### src/pkg/power_pkg.sv
// Constants shared by the power-down and sleep control block
package power_pkg;

    // ------------------------------------------------------------------
    // Register addresses on the three-wire configuration port
    // ------------------------------------------------------------------
    localparam logic [4:0] ADDR_POWER_MODE = 5'h00;
    localparam logic [4:0] ADDR_SLEEP_CTRL = 5'h01;
    localparam logic [4:0] ADDR_STATUS = 5'h02;

    // ------------------------------------------------------------------
    // Reset values
    // ------------------------------------------------------------------
    localparam logic [7:0] POWER_MODE_RESET = 8'h00;
    localparam logic [7:0] SLEEP_CTRL_RESET = 8'h00;

    // ------------------------------------------------------------------
    // Field positions
    // ------------------------------------------------------------------
    // Power mode control
    localparam int PWR_FULL_PD_BIT = 4;
    localparam int PWR_AUTO_PD_BIT = 3;
    // Sleep control: per-channel sleeps and block power-downs
    localparam int SLP_MAIN_SLEEP_LSB = 0;
    localparam int SLP_AUX_SLEEP_LSB = 2;
    localparam int SLP_MAIN_PD_BIT = 4;
    localparam int SLP_DIG_PD_BIT = 5;
    // Status
    localparam int STS_ENGINE_OFF_BIT = 0;
    localparam int STS_FLUSH_BIT = 1;
    localparam int STS_GATE_BIT = 2;
    // Serial instruction byte: read flag
    localparam int INSTR_READ_BIT = 7;

    // ------------------------------------------------------------------
    // Synchroniser lanes
    // ------------------------------------------------------------------
    localparam int SYN_SCLK = 0;
    localparam int SYN_SEL_N = 1;
    localparam int SYN_SDIO = 2;
    localparam int SYN_GATE = 3;
    localparam int SYN_WIDTH = 4;

    // ------------------------------------------------------------------
    // Counts
    // ------------------------------------------------------------------
    localparam logic [3:0] INSTR_LAST = 4'h7;
    localparam logic [3:0] FRAME_LAST = 4'hf;
    // Core clock cycles of zero flush before the engine powers down
    localparam int FLUSH_CYCLES = 8;
    localparam logic [3:0] FLUSH_LAST = 4'(FLUSH_CYCLES - 1);

    // ------------------------------------------------------------------
    // Flush sequencer states
    // ------------------------------------------------------------------
    typedef enum logic [1:0] {
        ST_RUN = 2'h0,
        ST_FLUSH = 2'h1,
        ST_OFF = 2'h2
    } flush_state_t;

endpackage : power_pkg

### src/pkg/gate_ctrl_if.sv
// Interface between the top level and the transmit-gate flush sequencer
`timescale 1ns/10ps
`default_nettype none
interface gate_ctrl_if;
    logic gate;
    logic auto_en;
    logic flush;
    logic engine_off;

    modport seq (
        input gate,
        input auto_en,
        output flush,
        output engine_off
    );

    modport top (
        output gate,
        output auto_en,
        input flush,
        input engine_off
    );
endinterface : gate_ctrl_if
`default_nettype wire

### src/flush_seq.sv
// Transmit-gate flush and automatic digital engine power-down sequencer
`timescale 1ns/10ps
`default_nettype none
module flush_seq
    import power_pkg::*;
(
    input wire logic core_clk_i,
    input wire logic rst_i,
    gate_ctrl_if.seq ctl
);

    // ------------------------------------------------------------------
    // State and flush counter
    // ------------------------------------------------------------------
    flush_state_t state_reg;
    flush_state_t state_next;
    logic [3:0] cnt_reg;
    logic [3:0] cnt_next;
    logic cnt_done;

    assign cnt_done = (cnt_reg == FLUSH_LAST);

    // Next state from gate level and auto power-down enable
    always_comb begin
        state_next = state_reg;
        unique case (state_reg)
            ST_RUN: begin
                if (!ctl.gate) begin
                    state_next = ST_FLUSH;
                end
            end
            ST_FLUSH: begin
                if (ctl.gate) begin
                    state_next = ST_RUN;
                end else if (ctl.auto_en && cnt_done) begin
                    state_next = ST_OFF;
                end
            end
            ST_OFF: begin
                if (ctl.gate) begin
                    state_next = ST_RUN;
                end else if (!ctl.auto_en) begin
                    state_next = ST_FLUSH;
                end
            end
            default: begin
                state_next = ST_RUN;
            end
        endcase
    end

    // Counter runs only while flushing
    assign cnt_next = (state_reg == ST_FLUSH && !cnt_done) ? cnt_reg + 4'h1 :
                      (state_reg == ST_FLUSH) ? cnt_reg : 4'h0;

    // State registers
    always_ff @(posedge core_clk_i) begin
        if (rst_i) begin
            state_reg <= ST_RUN;
            cnt_reg <= 4'h0;
        end else begin
            state_reg <= state_next;
            cnt_reg <= cnt_next;
        end
    end

    // Zeros flow whenever the gate is low; engine off only after flush
    assign ctl.flush = (state_reg != ST_RUN);
    assign ctl.engine_off = (state_reg == ST_OFF);

endmodule : flush_seq
`default_nettype wire

### src/power_down_sleep_control.sv
// Power-down and sleep control with three-wire configuration port
//
// Operation
// - Full power-down switches off everything, reference too
// - Configuration port keeps working during full power-down
// - Sleep turns main output off, reference stays
// - Engine and main power-downs and auxiliary sleeps in any combination
// - Auxiliary converters sleep independently via port
// - Auto enable decides engine power-down on gate low
// - Gate low, auto off: flush zeros, stay powered
// - Gate low, auto on: flush, then engine off
`timescale 1ns/10ps
`default_nettype none
module power_down_sleep_control
    import power_pkg::*;
(
    input wire logic core_clk_i,
    input wire logic rst_i,
    input wire logic serial_clk_i,
    input wire logic serial_sel_n_i,
    input wire logic sdio_i,
    output logic sdio_o,
    output logic sdio_oe_o,
    input wire logic transmit_gate_i,
    output logic reference_on_o,
    output logic main_bias_on_o,
    output logic [1:0] main_out_on_o,
    output logic [1:0] aux_on_o,
    output logic digital_engine_on_o,
    output logic flush_zero_o
);

    // ------------------------------------------------------------------
    // Pin synchronisers
    // ------------------------------------------------------------------
    logic [SYN_WIDTH-1:0] pins;
    logic [SYN_WIDTH-1:0] sync1_reg;
    logic [SYN_WIDTH-1:0] sync2_reg;
    logic [SYN_WIDTH-1:0] sync3_reg;

    // Carrier to the flush sequencer, declared ahead of the status read
    gate_ctrl_if gate_ctl ();

    assign pins = {transmit_gate_i, sdio_i, serial_sel_n_i, serial_clk_i};

    // Two stages, third only for edge detection
    always_ff @(posedge core_clk_i) begin
        if (rst_i) begin
            sync1_reg <= 4'ha; // Idle: gate high, deselected, clock low
            sync2_reg <= 4'ha;
            sync3_reg <= 4'ha;
        end else begin
            sync1_reg <= pins;
            sync2_reg <= sync1_reg;
            sync3_reg <= sync2_reg;
        end
    end

    // ------------------------------------------------------------------
    // Serial frame decode
    // ------------------------------------------------------------------
    logic sel;
    logic sclk_rise;
    logic sclk_fall;
    logic [7:0] shift_next;
    logic instr_done;
    logic wr_stb;
    logic rd_phase;
    logic [7:0] rd_data;
    logic [7:0] status_val;

    logic [3:0] bit_cnt_reg;
    logic [7:0] shift_reg;
    logic instr_rd_reg;
    logic [4:0] instr_addr_reg;
    logic [7:0] rd_shift_reg;
    logic sdio_o_reg;
    logic sdio_oe_reg;
    logic [7:0] power_mode_reg;
    logic [7:0] sleep_ctrl_reg;

    // Edges and strobes, all in the core clock domain
    assign sel = ~sync2_reg[SYN_SEL_N];
    assign sclk_rise = sync2_reg[SYN_SCLK] & ~sync3_reg[SYN_SCLK];
    assign sclk_fall = ~sync2_reg[SYN_SCLK] & sync3_reg[SYN_SCLK];
    assign shift_next = {shift_reg[6:0], sync2_reg[SYN_SDIO]};
    assign instr_done = sel & sclk_rise & (bit_cnt_reg == INSTR_LAST);
    assign wr_stb = sel & sclk_rise & (bit_cnt_reg == FRAME_LAST) & ~instr_rd_reg;
    assign rd_phase = sel & instr_rd_reg & bit_cnt_reg[3];

    // Read multiplexer, addressed by the instruction just shifted in
    assign status_val = {5'h00, sync2_reg[SYN_GATE], gate_ctl.flush, gate_ctl.engine_off};
    assign rd_data = (shift_next[4:0] == ADDR_POWER_MODE) ? power_mode_reg :
                     (shift_next[4:0] == ADDR_SLEEP_CTRL) ? sleep_ctrl_reg :
                     (shift_next[4:0] == ADDR_STATUS) ? status_val : 8'h00;

    // Bit counter and shifter
    always_ff @(posedge core_clk_i) begin
        if (rst_i || !sel) begin
            bit_cnt_reg <= 4'h0;
            shift_reg <= 8'h00;
        end else if (sclk_rise) begin
            bit_cnt_reg <= bit_cnt_reg + 4'h1;
            shift_reg <= shift_next;
        end
    end

    // Instruction capture
    always_ff @(posedge core_clk_i) begin
        if (rst_i) begin
            instr_rd_reg <= 1'b0;
            instr_addr_reg <= 5'h00;
        end else if (instr_done) begin
            instr_rd_reg <= shift_next[INSTR_READ_BIT];
            instr_addr_reg <= shift_next[4:0];
        end
    end

    // Read shifter, driven out on falling serial clock
    always_ff @(posedge core_clk_i) begin
        if (rst_i) begin
            rd_shift_reg <= 8'h00;
            sdio_o_reg <= 1'b0;
        end else if (instr_done) begin
            rd_shift_reg <= rd_data;
        end else if (rd_phase && sclk_fall) begin
            sdio_o_reg <= rd_shift_reg[7];
            rd_shift_reg <= {rd_shift_reg[6:0], 1'b0};
        end
    end

    // Output enable only during the data half of a read
    always_ff @(posedge core_clk_i) begin
        if (rst_i) begin
            sdio_oe_reg <= 1'b0;
        end else begin
            sdio_oe_reg <= rd_phase;
        end
    end

    // ------------------------------------------------------------------
    // Configuration registers, written regardless of power state
    // ------------------------------------------------------------------
    always_ff @(posedge core_clk_i) begin
        if (rst_i) begin
            power_mode_reg <= POWER_MODE_RESET;
            sleep_ctrl_reg <= SLEEP_CTRL_RESET;
        end else if (wr_stb) begin
            if (instr_addr_reg == ADDR_POWER_MODE) begin
                power_mode_reg <= shift_next;
            end
            if (instr_addr_reg == ADDR_SLEEP_CTRL) begin
                sleep_ctrl_reg <= shift_next;
            end
        end
    end

    // ------------------------------------------------------------------
    // Transmit gate sequencer
    // ------------------------------------------------------------------
    assign gate_ctl.gate = sync2_reg[SYN_GATE];
    assign gate_ctl.auto_en = power_mode_reg[PWR_AUTO_PD_BIT];

    flush_seq u_flush_seq (
        .core_clk_i(core_clk_i),
        .rst_i(rst_i),
        .ctl(gate_ctl)
    );

    // ------------------------------------------------------------------
    // Power enables
    // ------------------------------------------------------------------
    logic full_pd;
    logic main_pd;
    logic dig_pd;
    logic [1:0] main_sleep;
    logic [1:0] aux_sleep;
    logic [1:0] main_out_next;
    logic [1:0] aux_next;
    logic engine_next;

    assign full_pd = power_mode_reg[PWR_FULL_PD_BIT];
    assign main_pd = sleep_ctrl_reg[SLP_MAIN_PD_BIT];
    assign dig_pd = sleep_ctrl_reg[SLP_DIG_PD_BIT];
    assign main_sleep = sleep_ctrl_reg[SLP_MAIN_SLEEP_LSB +: 2];
    assign aux_sleep = sleep_ctrl_reg[SLP_AUX_SLEEP_LSB +: 2];

    // Each block gated by its own bit, all by full power-down
    assign main_out_next = (full_pd || main_pd) ? 2'h0 : ~main_sleep;
    assign aux_next = full_pd ? 2'h0 : ~aux_sleep;
    assign engine_next = ~full_pd & ~dig_pd & ~gate_ctl.engine_off;

    // Registered power outputs
    always_ff @(posedge core_clk_i) begin
        if (rst_i) begin
            reference_on_o <= 1'b1;
            main_bias_on_o <= 1'b1;
            main_out_on_o <= 2'h3;
            aux_on_o <= 2'h3;
            digital_engine_on_o <= 1'b1;
            flush_zero_o <= 1'b0;
        end else begin
            reference_on_o <= ~full_pd;
            main_bias_on_o <= ~full_pd & ~main_pd;
            main_out_on_o <= main_out_next;
            aux_on_o <= aux_next;
            digital_engine_on_o <= engine_next;
            flush_zero_o <= gate_ctl.flush;
        end
    end

    assign sdio_o = sdio_o_reg;
    assign sdio_oe_o = sdio_oe_reg;

    // Cycles of gate low with auto power-down, saturating helper count
    logic [3:0] auto_low_cnt_reg;

    always_ff @(posedge core_clk_i) begin
        if (rst_i || gate_ctl.gate || !gate_ctl.auto_en) begin
            auto_low_cnt_reg <= 4'h0;
        end else if (auto_low_cnt_reg != 4'hf) begin
            auto_low_cnt_reg <= auto_low_cnt_reg + 4'h1;
        end
    end
endmodule : power_down_sleep_control
`default_nettype wire

### config.mk
export PLATFORM = sky130hd
export DESIGN_NAME = power_down_sleep_control
export DESIGN_NICKNAME = d
export VERILOG_FILES = /design/src/pkg/power_pkg.sv /design/src/pkg/gate_ctrl_if.sv /design/src/flush_seq.sv /design/src/power_down_sleep_control.sv
export SDC_FILE = /design/constraint.sdc
export NUM_CORES = 1
export LEC_CHECK = 0
export BUFFER_PORTS_ARGS = -buffer_cell sky130_fd_sc_hd__buf_2
export CAP_MARGIN = 10
export CORE_AREA = 4 4 83 85
export CTS_BUF_LIST = sky130_fd_sc_hd__clkbuf_4
export CTS_CLUSTER_DIAMETER = 50
export DETAILED_ROUTE_END_ITERATION = 8
export DIE_AREA = 0 0 87 89
export SYNTH_ARGS = -nofsm -noshare
export SYNTH_HDL_FRONTEND = slang
export SYNTH_SLANG_ARGS = --single-unit
### constraint.sdc
create_clock -name core_clk_i -period 2.39 [get_ports core_clk_i]
set_clock_uncertainty 0.1 [all_clocks]
set_input_delay 0.478 -clock core_clk_i [delete_from_list [all_inputs] [get_ports core_clk_i]]
set_output_delay 0.478 -clock core_clk_i [all_outputs]
set_load 0.01 [all_outputs]
==> reports/metrics.cfg <==
[cts]
post_cts_buffers = 0
cts_buffers = 9
cts_tree = done
cts_hold_buf = 0
root_buffer = clkbuf_4
cts_buffer_depth = 2
clk_pin_slew_ns = 0.12
clock_latency_ns = 0.41
cts.sinks = 66
htree_levels = 3
cts_resized = 0

[finish]
layout.nets = 301
multi_input_area_um2 = 1160
n_fill_cell = 613
register_area_um2 = 1320
final_util_pct = 46.9
antenna-diode-count = 0
drive_gt1_share_pct = 17.8
syn_to_final_growth_pct = 12.5

[logic_synthesis]
synth-seq-area-share_pct = 51.0
netlist.area_leader.share_pct = 51.0
syn-num-nets = 286
synth_area_leaders = dfxtp_1, nand2_1, mux2i_1, a21oi_1, mux2_2
synth_cell_type_count = 45
synth_top_area_cell = dfxtp_1
synth_cells = 278
syn_avg_cell_area_um2 = 9.31
synth_warnings = 0
async_flop_share_pct = 0
synthFlopType = dfxtp_1
ys_seq_elements = 66
syn_area_um2 = 2590
synth-edff-count = 0

[worst_setup_path]
start_kind = flop
crit_start = bit_cnt_reg[0]
path_class = flop to flop
path_max_fanout = 8
r2r-start = bit_cnt_reg[0]
endpoint_kind = flop
required_ns = 2.63
arrival_ns = 2.23

[sta]
finalSetupTns_ns = 0
fin_crit_ns = 1.99
timing.hold.ws_ns = 0.141
setup_viol = 0
fmax_mhz = 503
hold_viol_final = 0
slew_headroom_pct = 51.2
tightest_slew_ns = 0.730
period_share_pct = 83.2
rsz0062_at_grt = false
slew_viol_final = 0

[hold_path]
min_from = serial_sel_n_i
hold_class = primary input to flop

[route]
wl_per_cell_um = 13.4
avgViaCountPerCell = 5.02
antenna_left = 0
firstDrtPassIters = 4
drt_iter0_markers = 64
drcViolationCount = 0
routed_wl_mm = 5.03
vias = 1882

[die]
die_h_um = 89
row_count = 29
coreArea_um2 = 6200
pin_count = 16
initial_core_util_pct = 41.7
dieArea_um2 = 7740
die_x_um = 87

[pwr]
ir_drop_mv = 0.457
pwr-share-seq_pct = 50.7
p_per_area_nw_per_um2 = 755
p_comb_share_pct = 1.9
pwr-share-clk_pct = 47.4
p_int_mw = 1.76
power_switching_share_pct = 20.0
leakage_nw = 1.05
p_switching_mw = 0.439

[run_status]
outcome = completed

[global_routing]
grt_max_degree = 20
grt_pass1_vias = 1727
grt.total_usage_pct = 14.3
antenna_found_initial = 0
grt_pass1_wl_mm = 8.41
overflow = 0

[run]
drv_cap = 0

[place]
dp_hpwl_mm = 3.50
place_congestion = 0.762
portBuffers = 15

critical path, cell delays in order (launching register included):
cell and delay (ns):
dfxtp_1 0.39, ha_1 0.20, nand4b_1 0.27, nor4_4 0.27, and2b_1 0.46, mux2i_1 0.24
power groups by stage:
stage	logic (mW)	registers, mW	clock network [mW]
after CTS	0.0421	1.12	1.07
after global placement	0.0416	1.14	0
after detailed placement	0.0421	1.14	0
final	0.0416	1.11	1.04
after floorplan	0.0345	1.14	0
after global routing	0.0474	1.12	1.11
cell families (layout without fill, tap and decap cells):
logic type	after synthesis	in the layout	share of synthesized area, %
fa+ha+maj	2	2	0.966
compound gates	42	42	9.86
simple gates	122	122	23.7
mux	23	23	9.13
xor+xnor	4	4	1.35
buf+inv	19	39	3.96
flops	66	66	51.0
final timing paths:
check | end | slack [ns] | depth (start not counted)
max | power_mode_reg[7] | 0.40 | 5
min reg2reg | sync2_reg[1] | 0.32 | 1
min | sync1_reg[1] | 0.14 | 2
max reg2reg | power_mode_reg[7] | 0.40 | 5
synth_stat cells (5+ instances only):
cell       n
a32oi_1    5
clkbuf_1   8
nand3_1    8
a21oi_1   24
dfxtp_1   66
or2_2      7
nor2_1    14
mux2_2     5
nand2b_1   6
o21ai_0    5
mux2i_1   18
nor2b_1    6
nand2_1   60
layout make-up:
| cell class | count | area share, % |
|---|---|---|
| clock buffer | 9 | 2.32 |
| clock inverter | 7 | 4.86 |
| inverter | 4 | 0.516 |
| multi-input combinational | 193 | 40.0 |
| sequential | 66 | 45.4 |
| tap | 77 | 3.31 |
| timing repair buffer | 19 | 3.61 |
per-stage QoR:
stage	setup WS, ns	power [mW]	instance area, µm²	instances
after floorplan	0.671	1.17	2590	278
after global placement	0.464	1.18	2700	359
after detailed placement	0.421	1.18	2700	359
after CTS	0.394	2.22	2910	375
after global routing	0.247	2.27	2910	375
final	0.402	2.20	2910	375
cell usage in the layout, fill, tap and decap left out, types with 5 or more instances in the layout:
| cell | count |
|---|---|
| dfxtp_1 | 66 |
| nand2_1 | 60 |
| a21oi_1 | 24 |
| mux2i_1 | 18 |
| buf_2 | 15 |
| nor2_1 | 14 |
| clkbuf_4 | 9 |
| nand3_1 | 8 |
| or2_2 | 7 |
| nand2b_1 | 6 |
| nor2b_1 | 6 |
| o21ai_0 | 5 |
| mux2_2 | 5 |
| a32oi_1 | 5 |
per-layer routing:
layer / wire [µm] / share of wire, % / up-vias / global-route usage, %
met1: 2430 / 48 / 864 / 18.2
li1: - / - / 984 / -
met5: 0 / 0 / - / 0
met3: 198 / 3.9 / 6 / 5.81
met2: 2340 / 47 / 28 / 22.3
met4: 61 / 1.2 / 0 / 4.25
(Power assumes the default switching activity.)
